==> src/design/cef_consts.svh <==
// Constants for the receive and transmit-event object formatter
`ifndef CEF_CONSTS_SVH
`define CEF_CONSTS_SVH

// Object word 0: identifier fields
`define CEF_W0_STD_LSB      0
`define CEF_W0_STD_MSB      10
`define CEF_W0_EXT_LSB      11
`define CEF_W0_EXT_MSB      28
`define CEF_W0_HIGH_BIT     29

// Object word 1: filter index, error state, frame flags, sequence tag
`define CEF_W1_DLC_LSB      0
`define CEF_W1_DLC_MSB      3
`define CEF_W1_IDE_BIT      4
`define CEF_W1_RTR_BIT      5
`define CEF_W1_BRS_BIT      6
`define CEF_W1_FDF_BIT      7
`define CEF_W1_ESI_BIT      8
`define CEF_W1_SEQ_LSB      9
`define CEF_W1_SEQ_MSB      31
`define CEF_W1_FILT_LSB     11
`define CEF_W1_FILT_MSB     15

// Register byte addresses on the APB side
`define CEF_REG_CTRL        12'h000
`define CEF_REG_STATUS      12'h004
`define CEF_REG_TIME        12'h008

// Control register fields
`define CEF_CTRL_STORE_BIT  0
`define CEF_CTRL_RXTS_BIT   1
`define CEF_CTRL_EVTS_BIT   2
`define CEF_CTRL_PSZ_LSB    4
`define CEF_CTRL_PSZ_MSB    6

// Status register fields
`define CEF_STAT_RX_LSB     0
`define CEF_STAT_RX_MSB     15
`define CEF_STAT_EV_LSB     16
`define CEF_STAT_EV_MSB     31

// Reset values
`define CEF_RST_CTRL_STORE  1'b0
`define CEF_RST_CTRL_RXTS   1'b0
`define CEF_RST_CTRL_EVTS   1'b0
`define CEF_RST_CTRL_PSZ    3'h0

`endif

==> src/design/cef_pkg.sv <==
// Types shared by the object formatter
package cef_pkg;

   // Formatter sequence states
   typedef enum logic [2:0] {
      CEF_ST_IDLE  = 3'b000,
      CEF_ST_ID    = 3'b001,
      CEF_ST_FLAGS = 3'b010,
      CEF_ST_STAMP = 3'b011,
      CEF_ST_DATA  = 3'b100
   } cef_state_t;

   // Complete state of the formatter top
   typedef struct packed {
      cef_state_t         st;
      logic [31:0]        w0;
      logic [31:0]        w1;
      logic [31:0]        stamp;
      logic [15:0][31:0]  pay;
      logic               is_rx;
      logic               stamp_on;
      logic [3:0]         widx;
      logic [3:0]         wlast;
      logic [31:0]        tbase;
      logic [15:0]        n_rx;
      logic [15:0]        n_ev;
      logic               ev_store;
      logic               rx_stamp;
      logic               ev_stamp;
      logic [2:0]         psize;
      logic               pready;
      logic               pslverr;
      logic [31:0]        prdata;
      logic               rx_ready;
      logic               tx_ready;
      logic               ov;
      logic [31:0]        od;
      logic               ol;
      logic               okind;
   } cef_regs_t;

endpackage

==> src/design/cef_fifo.sv <==
// Small word FIFO between the formatter and the message RAM port
`timescale 1ns/1ps
module cef_fifo
   import cef_pkg::*;
#(
   parameter int WIDTH = 34,
   parameter int DEPTH = 4
) (
   // Clock and reset
   input  wire logic             pclk,
   input  wire logic             presetn,
   // Filling side
   input  wire logic             in_valid,
   output      logic             in_ready,
   input  wire logic [WIDTH-1:0] in_data,
   // Draining side
   output      logic             out_valid,
   input  wire logic             out_ready,
   output      logic [WIDTH-1:0] out_data
);

   localparam int AW = (DEPTH > 1) ? $clog2(DEPTH) : 1;

   // Pointers wrap by hand, so any depth of two or more is served
   generate
      if (DEPTH < 2 || WIDTH < 1) begin : g_bad
         $error("cef_fifo needs DEPTH of at least 2 and WIDTH of at least 1");
      end
   endgenerate

   typedef struct packed {
      logic [DEPTH-1:0][WIDTH-1:0] mem;
      logic [AW-1:0]               rd;
      logic [AW-1:0]               wr;
      logic [AW:0]                 cnt;
   } cef_fifo_state_t;

   cef_fifo_state_t r;
   cef_fifo_state_t n;
   logic            push;
   logic            pop;

   ////////////////////////////////////////////////////////////////////////////
   // Full and empty come straight from the occupancy count
   assign in_ready  = (r.cnt != (AW+1)'(DEPTH));
   assign out_valid = (r.cnt != '0);
   assign out_data  = r.mem[r.rd];
   assign push      = in_valid & in_ready;
   assign pop       = out_valid & out_ready;

   // Next state
   always_comb begin
      n = r;
      if (push) begin
         n.mem[r.wr] = in_data;
         n.wr        = (r.wr == AW'(DEPTH-1)) ? '0 : r.wr + AW'(1);
      end
      if (pop) begin
         n.rd = (r.rd == AW'(DEPTH-1)) ? '0 : r.rd + AW'(1);
      end
      if (push & ~pop) begin
         n.cnt = r.cnt + (AW+1)'(1);
      end else if (pop & ~push) begin
         n.cnt = r.cnt - (AW+1)'(1);
      end
   end

   // State register
   always_ff @(posedge pclk or negedge presetn) begin
      if (!presetn) begin
         r <= '0;
      end else begin
         r <= n;
      end
   end

endmodule

==> src/design/cef_object_writer.sv <==
// Formats receive and transmit-event objects into message RAM words
//
// Notes on behaviour
// - Word 0: std id 10:0, ext 28:11, bit 29
// - Unused receive bits are written as zero
// - Receive word 1 bits 15:11 hold filter index
// - Word 1 bit 8: error passive when set
// - Receive word 1 low byte holds frame flags
// - Receive stamp word only when rx stamping enabled
// - Payload four bytes per word, ascending order
// - Event word 0 repeats the sent identifier
// - Event word 1 bits 31:9 hold sequence tag
// - Event word 1 low byte holds sent flags
// - Event stamp word only when event stamping enabled
// - Events stored only when event storing enabled
`timescale 1ns/1ps
`include "cef_consts.svh"
module cef_object_writer
   import cef_pkg::*;
#(
   parameter int FIFO_DEPTH = 4
) (
   // Clock and reset
   input  wire logic         pclk,
   input  wire logic         presetn,
   // APB register port
   input  wire logic         psel,
   input  wire logic         penable,
   input  wire logic         pwrite,
   input  wire logic [11:0]  paddr,
   input  wire logic [31:0]  pwdata,
   output      logic [31:0]  prdata,
   output      logic         pready,
   output      logic         pslverr,
   // Received frame from the protocol engine
   input  wire logic         rx_frame_valid,
   output      logic         rx_frame_ready,
   input  wire logic [10:0]  rx_std_identifier,
   input  wire logic [17:0]  rx_ext_identifier,
   input  wire logic         rx_std_id_high_bit,
   input  wire logic [4:0]   rx_filter_match_idx,
   input  wire logic         rx_esi,
   input  wire logic         rx_fdf,
   input  wire logic         rx_brs,
   input  wire logic         rx_rtr,
   input  wire logic         rx_ide,
   input  wire logic [3:0]   rx_dlc,
   input  wire logic [511:0] rx_payload,
   // Transmitted frame event from the protocol engine
   input  wire logic         tx_event_valid,
   output      logic         tx_event_ready,
   input  wire logic [10:0]  tx_std_identifier,
   input  wire logic [17:0]  tx_ext_identifier,
   input  wire logic         tx_std_id_high_bit,
   input  wire logic [22:0]  tx_sequence_tag,
   input  wire logic         tx_esi,
   input  wire logic         tx_fdf,
   input  wire logic         tx_brs,
   input  wire logic         tx_rtr,
   input  wire logic         tx_ide,
   input  wire logic [3:0]   tx_dlc,
   // Object words toward the message RAM
   output      logic         obj_word_valid,
   input  wire logic         obj_word_ready,
   output      logic [31:0]  obj_word_data,
   output      logic         obj_word_last,
   output      logic         obj_word_is_rx
);

   localparam int FW = 34;

   generate
      if (FIFO_DEPTH < 2) begin : g_bad
         $error("cef_object_writer needs FIFO_DEPTH of at least 2");
      end
   endgenerate

   cef_regs_t         r;
   cef_regs_t         n;
   logic              push_valid;
   logic [31:0]       push_word;
   logic              push_last;
   logic              push_ready;
   logic              fifo_valid;
   logic [FW-1:0]     fifo_data;
   logic              fifo_pop;
   logic              apb_setup;
   logic              apb_done;
   logic              rx_take;
   logic              tx_take;

   ////////////////////////////////////////////////////////////////////////////
   // Index of the last payload word per receive object for each size setting
   function automatic logic [3:0] last_word(input logic [2:0] sel);
      case (sel)
         3'h0:    last_word = 4'h1;
         3'h1:    last_word = 4'h2;
         3'h2:    last_word = 4'h3;
         3'h3:    last_word = 4'h4;
         3'h4:    last_word = 4'h5;
         3'h5:    last_word = 4'h7;
         3'h6:    last_word = 4'hb;
         default: last_word = 4'hf;
      endcase
   endfunction

   // Handshakes; a receive frame wins when both arrive together
   assign apb_setup = psel & penable & ~r.pready;
   assign apb_done  = psel & penable & r.pready;
   assign rx_take   = rx_frame_valid & r.rx_ready;
   assign tx_take   = tx_event_valid & r.tx_ready & ~rx_frame_valid;
   assign fifo_pop  = fifo_valid & (~r.ov | obj_word_ready);

   ////////////////////////////////////////////////////////////////////////////
   // Word offered to the FIFO in each state
   always_comb begin
      push_valid = 1'b0;
      push_word  = '0;
      push_last  = 1'b0;
      case (r.st)
         CEF_ST_ID: begin
            push_valid = 1'b1;
            push_word  = r.w0;
         end
         CEF_ST_FLAGS: begin
            push_valid = 1'b1;
            push_word  = r.w1;
            push_last  = ~r.is_rx & ~r.stamp_on;
         end
         CEF_ST_STAMP: begin
            push_valid = 1'b1;
            push_word  = r.stamp;
            push_last  = ~r.is_rx;
         end
         CEF_ST_DATA: begin
            push_valid = 1'b1;
            push_word  = r.pay[r.widx];
            push_last  = (r.widx == r.wlast);
         end
         default: begin
            push_valid = 1'b0;
         end
      endcase
   end

   ////////////////////////////////////////////////////////////////////////////
   // Next state of the whole block
   always_comb begin
      n = r;
      // Time base runs every cycle and never stops
      n.tbase = r.tbase + 32'h1;

      // Register reads answer one cycle into the access phase
      n.pready  = apb_setup;
      n.pslverr = 1'b0;
      if (apb_setup && !pwrite) begin
         case (paddr)
            `CEF_REG_CTRL: begin
               n.prdata = '0;
               n.prdata[`CEF_CTRL_STORE_BIT] = r.ev_store;
               n.prdata[`CEF_CTRL_RXTS_BIT]  = r.rx_stamp;
               n.prdata[`CEF_CTRL_EVTS_BIT]  = r.ev_stamp;
               n.prdata[`CEF_CTRL_PSZ_MSB:`CEF_CTRL_PSZ_LSB] = r.psize;
            end
            `CEF_REG_STATUS: begin
               n.prdata = {r.n_ev, r.n_rx};
            end
            `CEF_REG_TIME: begin
               n.prdata = r.tbase;
            end
            default: begin
               n.prdata  = '0;
               n.pslverr = 1'b1;
            end
         endcase
      end else if (apb_setup) begin
         n.prdata  = '0;
         n.pslverr = (paddr != `CEF_REG_CTRL);
      end
      // Write lands at the edge that completes the transfer
      if (apb_done && pwrite && paddr == `CEF_REG_CTRL) begin
         n.ev_store = pwdata[`CEF_CTRL_STORE_BIT];
         n.rx_stamp = pwdata[`CEF_CTRL_RXTS_BIT];
         n.ev_stamp = pwdata[`CEF_CTRL_EVTS_BIT];
         n.psize    = pwdata[`CEF_CTRL_PSZ_MSB:`CEF_CTRL_PSZ_LSB];
      end

      // Capture a frame; unused positions are left zero
      case (r.st)
         CEF_ST_IDLE: begin
            if (rx_take) begin
               n.w0 = '0;
               n.w0[`CEF_W0_STD_MSB:`CEF_W0_STD_LSB] = rx_std_identifier;
               n.w0[`CEF_W0_EXT_MSB:`CEF_W0_EXT_LSB] = rx_ext_identifier;
               n.w0[`CEF_W0_HIGH_BIT] = rx_std_id_high_bit;
               n.w1 = '0;
               n.w1[`CEF_W1_FILT_MSB:`CEF_W1_FILT_LSB] = rx_filter_match_idx;
               n.w1[`CEF_W1_ESI_BIT] = rx_esi;
               n.w1[`CEF_W1_FDF_BIT] = rx_fdf;
               n.w1[`CEF_W1_BRS_BIT] = rx_brs;
               n.w1[`CEF_W1_RTR_BIT] = rx_rtr;
               n.w1[`CEF_W1_IDE_BIT] = rx_ide;
               n.w1[`CEF_W1_DLC_MSB:`CEF_W1_DLC_LSB] = rx_dlc;
               n.pay      = rx_payload;
               n.stamp    = r.tbase;
               n.is_rx    = 1'b1;
               n.stamp_on = r.rx_stamp;
               n.wlast    = last_word(r.psize);
               n.widx     = '0;
               n.st       = CEF_ST_ID;
            end else if (tx_take && r.ev_store) begin
               n.w0 = '0;
               n.w0[`CEF_W0_STD_MSB:`CEF_W0_STD_LSB] = tx_std_identifier;
               n.w0[`CEF_W0_EXT_MSB:`CEF_W0_EXT_LSB] = tx_ext_identifier;
               n.w0[`CEF_W0_HIGH_BIT] = tx_std_id_high_bit;
               n.w1 = '0;
               n.w1[`CEF_W1_SEQ_MSB:`CEF_W1_SEQ_LSB] = tx_sequence_tag;
               n.w1[`CEF_W1_ESI_BIT] = tx_esi;
               n.w1[`CEF_W1_FDF_BIT] = tx_fdf;
               n.w1[`CEF_W1_BRS_BIT] = tx_brs;
               n.w1[`CEF_W1_RTR_BIT] = tx_rtr;
               n.w1[`CEF_W1_IDE_BIT] = tx_ide;
               n.w1[`CEF_W1_DLC_MSB:`CEF_W1_DLC_LSB] = tx_dlc;
               n.stamp    = r.tbase;
               n.is_rx    = 1'b0;
               n.stamp_on = r.ev_stamp;
               n.st       = CEF_ST_ID;
            end
         end
         // Each emitting state waits while the FIFO is full
         CEF_ST_ID: begin
            if (push_ready) begin
               n.st = CEF_ST_FLAGS;
            end
         end
         CEF_ST_FLAGS: begin
            if (push_ready) begin
               if (r.stamp_on) begin
                  n.st = CEF_ST_STAMP;
               end else if (r.is_rx) begin
                  n.st = CEF_ST_DATA;
               end else begin
                  n.st = CEF_ST_IDLE;
               end
            end
         end
         CEF_ST_STAMP: begin
            if (push_ready) begin
               n.st = r.is_rx ? CEF_ST_DATA : CEF_ST_IDLE;
            end
         end
         CEF_ST_DATA: begin
            if (push_ready) begin
               if (r.widx == r.wlast) begin
                  n.st = CEF_ST_IDLE;
               end else begin
                  n.widx = r.widx + 4'h1;
               end
            end
         end
         default: begin
            n.st = CEF_ST_IDLE;
         end
      endcase

      // Objects completed, counted as the last word enters the FIFO
      if (push_valid && push_ready && push_last) begin
         if (r.is_rx) begin
            n.n_rx = r.n_rx + 16'h1;
         end else begin
            n.n_ev = r.n_ev + 16'h1;
         end
      end

      // Ready only while idle and not just taking a frame
      n.rx_ready = (n.st == CEF_ST_IDLE) & ~rx_take & ~tx_take;
      n.tx_ready = n.rx_ready;

      // Output stage: holds a word until the RAM side takes it
      if (fifo_pop) begin
         n.ov    = 1'b1;
         n.od    = fifo_data[31:0];
         n.ol    = fifo_data[32];
         n.okind = fifo_data[33];
      end else if (obj_word_ready) begin
         n.ov = 1'b0;
      end
   end

   ////////////////////////////////////////////////////////////////////////////
   // State register
   always_ff @(posedge pclk or negedge presetn) begin
      if (!presetn) begin
         r          <= '0;
         r.st       <= CEF_ST_IDLE;
         r.ev_store <= `CEF_RST_CTRL_STORE;
         r.rx_stamp <= `CEF_RST_CTRL_RXTS;
         r.ev_stamp <= `CEF_RST_CTRL_EVTS;
         r.psize    <= `CEF_RST_CTRL_PSZ;
      end else begin
         r <= n;
      end
   end

   ////////////////////////////////////////////////////////////////////////////
   // Word buffer; a stalled RAM side fills it and stalls the sequencer
   cef_fifo #(
      .WIDTH (FW),
      .DEPTH (FIFO_DEPTH)
   ) u_fifo (
      .pclk      (pclk),
      .presetn   (presetn),
      .in_valid  (push_valid),
      .in_ready  (push_ready),
      .in_data   ({r.is_rx, push_last, push_word}),
      .out_valid (fifo_valid),
      .out_ready (fifo_pop),
      .out_data  (fifo_data)
   );

   // Outputs straight from the state register
   assign prdata         = r.prdata;
   assign pready         = r.pready;
   assign pslverr        = r.pslverr;
   assign rx_frame_ready = r.rx_ready;
   assign tx_event_ready = r.tx_ready;
   assign obj_word_valid = r.ov;
   assign obj_word_data  = r.od;
   assign obj_word_last  = r.ol;
   assign obj_word_is_rx = r.okind;

endmodule

==> config.mk <==
export PLATFORM = sky130hd
export DESIGN_NAME = cef_object_writer
export DESIGN_NICKNAME = d
export VERILOG_FILES = /design/src/design/cef_pkg.sv /design/src/design/cef_fifo.sv /design/src/design/cef_object_writer.sv
export VERILOG_INCLUDE_DIRS = /design/src /design/src/design
export SDC_FILE = /design/constraint.sdc
export NUM_CORES = 2
export LEC_CHECK = 0
export ABC_AREA = 1
export BUFFER_PORTS_ARGS = -buffer_cell sky130_fd_sc_hd__buf_2
export CORE_AREA = 2 2 288 290
export DETAILED_ROUTE_END_ITERATION = 8
export DIE_AREA = 0 0 290 292
export HOLD_SLACK_MARGIN = 0.06
export PLACE_DENSITY_LB_ADDON = 0.08
export SLEW_MARGIN = 20
export SYNTH_ARGS = -nofsm -noshare
export SYNTH_HDL_FRONTEND = slang
export SYNTH_SLANG_ARGS = --single-unit
==> constraint.sdc <==
create_clock -name pclk -period 3.3 [get_ports pclk]
set_input_delay 0.165 -clock pclk [delete_from_list [all_inputs] [get_ports pclk]]
set_output_delay 0.165 -clock pclk [all_outputs]
set_load 0.02 [all_outputs]
Word level (Yosys, flattened, before mapping) --
Cells that the tools add are included.
Storage, ports and cells: input bits 670, register bits after elaboration 904, logic and storage cells 164, output and inout bits 71
Cells by class: add/subtract/negate cells 8, muxes and demuxes 37, magnitude comparators 4, reduce and logical (&&, ||, !) cells 26, bitwise logic cells 24, equal/unequal tests 19
Operators by type and width (count):
- $mux W99 | 2
- $bwmux W136 | 1
- $bmux W32 S4 | 1
- $pmux W32 S4 | 1
- $pmux W32 S3 | 1
- $bmux W34 S2 | 1
- $demux W34 S2 | 1
- $mux W34 | 2
- $mux W33 | 2
- $add A16 B1 Y16 const B | 2
- $add A32 B1 Y32 const B | 1
- $mux W32 | 1
- $pmux W4 S7 | 1
- $mux W3 | 9
- $pmux W3 S5 | 1
- $and A1 B1 Y1 | 14
- $eq A12 B3 Y1 const B | 1
- $eq A12 B4 Y1 const B | 1
- $eq A3 B2 Y1 const B | 4
- $eq A3 B3 Y1 const B | 4
- $logic_not A12 Y1 | 1
- $reduce_bool A12 Y1 | 1
- $reduce_bool A2 Y1 | 5
- $logic_not A3 Y1 | 3
- 27 further kinds | 57

Logic depth before layout (Yosys ltp) --
word-level depth 9, mapped depth 13, gate-level depth less buffers 12

Cells and area by module --
From an unflattened synthesis, not the netlist that was laid out.
Second synthesis, totals: cell total of the unflattened synthesis 5663, area total of the unflattened synthesis 44295.0 um^2
By module, submodules not included:
- cef_object_writer | instances 1, area each 36921.7 um^2, sequential area each 18993.2 um^2, cells an instance 4747
- cef_fifo | instances 1, area each 7373.3 um^2, sequential area each 3578.4 um^2, cells an instance 916

Least setup slack after synthesis --
Ideal clock, no wire load.
path type reg2reg, start point register r, in the netlist obj_word_valid, end point register u_fifo.r[1] (netlist bit), slack 899 ps, path buffers 1, setup time 125 ps, period minus slack after synthesis 2401 ps, stages on the path, launching flop included 10, data required time 3175 ps, arrival time 2276 ps, cell sequence dfrtp_1 -> inv_1 -> nor2_1 -> a21oi_1 -> clkbuf_1 -> inv_1 -> ha_1 -> inv_1 -> fa_1 -> mux2_2
RTL lines:
- from (decl) | line cef_object_writer.sv:78 | cef_regs_t r;
- from (signal assigned) | line cef_object_writer.sv:301 | r <= n;
- to (signal assigned) | line cef_fifo.sv:73 | r <= n;
- to (decl) | line cef_fifo.sv:38 | cef_fifo_state_t r;

Final worst setup path --
start point register r, in the netlist tx_event_ready, end point register r[710] (netlist bit)
Between the ends: longest elaborated chain between the ends 5, elaborated cells on any way between the ends 7, classes of those cells 1 x mux; 3 x bitwise; 3 x reduce/logical
RTL lines:
- $and A1 B1 Y1 (2 in series) | line cef_object_writer.sv:111 | assign tx_take = tx_event_valid & r.tx_ready & ~rx_frame_valid;
- $logic_and A1 B1 Y1 | line cef_object_writer.sv:211 | end else if (tx_take && r.ev_store) begin
- $reduce_bool A2 Y1 (no source line)
- $reduce_and A2 Y1 (no source line)
Several ways; a longest one is shown, not always the timed one. A chain may end at the register's enable or synchronous reset.

==> results.md <==
- Root buf cell: clkbuf_16
- Final hold slack: 0.0888 ns
- H-tree depth: 3
- Crit path launch type: register
- Vias in the first global route: 43,600
- Worst relative slew slack: 37.2%
- Core Region: 0.0816 mm2
- DRT iter0 DRCs: 4,645
- RePlAce Congestion: 0.933
- Pwr dens: 822 mW/mm2
- Starting Density: 53.4%
- FF-to-FF Start: tx_event_ready
- Fill count: 6,353
- Synthesized instance count: 5,654
- Clk sinks: 902
- Fin. max-slew vios: 0
- GRT Overall Usage: 40.9%
- TritonRoute pass-1 iters: 9
- Crit path max fanout: 34
- Global-route wire length before repair: 262,000 um
- Most common cell after layout, fill and taps aside: nand2_1
- Per-cell routed wire length: 21.4 um
- Drc violations: 0
- Die Wd: 290 um
- Via-to-Cell Ratio: 5.50
- Largest net degree at the start of global routing: 131
- FF+latch count, synth: 902
- Antenna violations before repair: 48
- Die area: 0.0847 mm2
- Final Net Count: 7,478
- Leak: 0.0286 uW
- Total CTS buffers: 96
- Max VDD drop: 0.519 mV
- Final ANT Viol Nets: 0
- Post-Place Cell Area: 0.0476 mm2
- Post-synthesis cell area: 0.0436 mm2
- Slew @ Worst Pin: 0.940 ns
- Critical Path End Type: register
- Arrival time worst endpoint: 3.57 ns
- Maximum clock rate: 334 MHz
- # setup viols final: 0
- Skew final: 0.0184 ns
- Vias: 43,900
- Syn Area/Cell: 7.70 um2
- Post-CTS sizing: 0
- Setup_tns: 0 ns
- Status: finished clean
- Multi-input logic area: 0.0164 mm2
- Total of max-cap violations: 0
- YS warnings: 0
- Reg clk slew, reported paths: 0.07 ns
- Total congestion overflow: 0
- Most frequent cells in the layout: 1,912 x nand2_1, 897 x dfrtp_1, 713 x buf_2
- Ports: 741
- Fin cells: 7,986
- Final instance area: 0.0574 mm2
- Min cycle time layout: 2.99 ns
- WL final: 171,000 um
- Placed insts: 7,139
- Placed wire-length estimate: 110,000 um
- Final worst path period share: 90.7%
- CTS tree: done
- Async S/R FF share, synth: 100%
- Kind of critical path: reg2reg
- P&R area growth vs syn: 31.9%
- Post-synth EDFFs: 0
- Main synth FF type: dfrtp_1
- Max clock buf depth: 3
- RSZ-0062 raised after global routing: false
- CP Launch Point: tx_event_ready
- Number of core rows: 105
- Syn nets: 6,335
- Min-Delay Path Class: in2async
- Worst skew pair latency: 0.65 ns
- Total power draw: 47,200 uW
- Synth cell types: 45
- Layout cell share with drive strength beyond 1: 14.8%
- Hold Vio Cnt, Final: 0
- Post-synthesis sequential area ratio: 51.8%
- CP required: 3.88 ns
- Die Height: 292 um
- I/O Buffers: 714
- Register area: 0.0226 mm2
[sequential cells by signal (all words and copies together), names as in the netlist]
register / cells
obj_word_is_rx: 1
tx_event_ready: 1
pslverr: 1
u_fifo.r: 143
prdata: 32
obj_word_valid: 1
obj_word_last: 1
pready: 1
r: 689
obj_word_data: 32
[critical path: stages, from the launching register on]
cell and delay (ns):
dfrtp_1 0.61, nand2_1 0.13, nor2_2 0.22, nand2_2 0.16, nor2_8 0.31, nor2_8 0.05, inv_4 0.29, buf_4 0.33
nor2_1 0.10, a31oi_1 0.15, dlygate4sd3_1 0.57
[layer usage]
metal / track usage, % / part of all wire [%]
met3: 12.4 / 9.8
met1: 52.7 / 39
met5: 0 / 0.12
met2: 60.8 / 44
met4: 24.9 / 6.9
[cell families after synthesis]
group	after synthesis	synth area share, %
simple gates	2765	25.8
buf+inv	1058	10.5
flops	902	51.8
compound gates	854	10.3
xor+xnor	63	1.27
fa+ha+maj	11	0.333
mux	1	0.0258
[cell usage after synthesis, drive strengths merged (2+ instances only)]
library cell	number	area, um2
nand2	1920	7240
dfrtp	902	22600
o21ai	695	3480
inv	651	2450
nand3	526	2640
nor2	273	1090
buf	252	1550
clkbuf	151	568
a31oi	78	488
xor2	57	499
a21oi	39	199
nor3	29	150
o22ai	19	119
nand4	12	75.1
a22o	11	96.3
ha	10	125
o211ai	7	52.6
xnor2	6	52.6
clkinv	4	15.0
a211oi	2	20.0
a22oi	2	15.0
[layout make-up]
class / instances / share of cell area, %
inverter: 655 / 4.31
antenna: 42 / 0.183
tap: 1070 / 2.33
clock buffer: 144 / 5.17
multi-input combinational: 3694 / 28.6
sequential: 902 / 39.3
clock inverter: 31 / 0.773
timing repair buffer: 1448 / 19.3
[worst paths after layout]
kind | endpoint | slack [ns] | depth (start not counted)
worst max-delay path | r[710] | 0.31 | 10
worst min-delay path | r[275] | 0.09 | 2
worst max register to register | r[710] | 0.31 | 10
worst min register to register | u_fifo.r[42] | 0.47 | 2
max in group asynchronous | r[86] | 1.99 | 4
min in group pclk | prdata[4] | 0.09 | 6
[repair_timing]
item                      in CTS  in global routing
buffers inserted               0                  0
hold buffers                 630                  0
hold endpoints to repair     731                  0
[power breakdown]
part | internal [uW] | switching [uW] | total, uW
registers | 15300 | 1660 | 16900
logic | 6170 | 12400 | 18600
clock network | 7050 | 4630 | 11700
[per-stage QoR]
stage                     worst slack [ns]  util [%]
after floorplan                      0.899         -
after global placement               0.736      58.4
after detailed placement             0.725      58.4
after CTS                            0.396      70.3
after global routing                 0.105      70.3
final                                0.305      70.4
(Power assumes the default switching activity.)
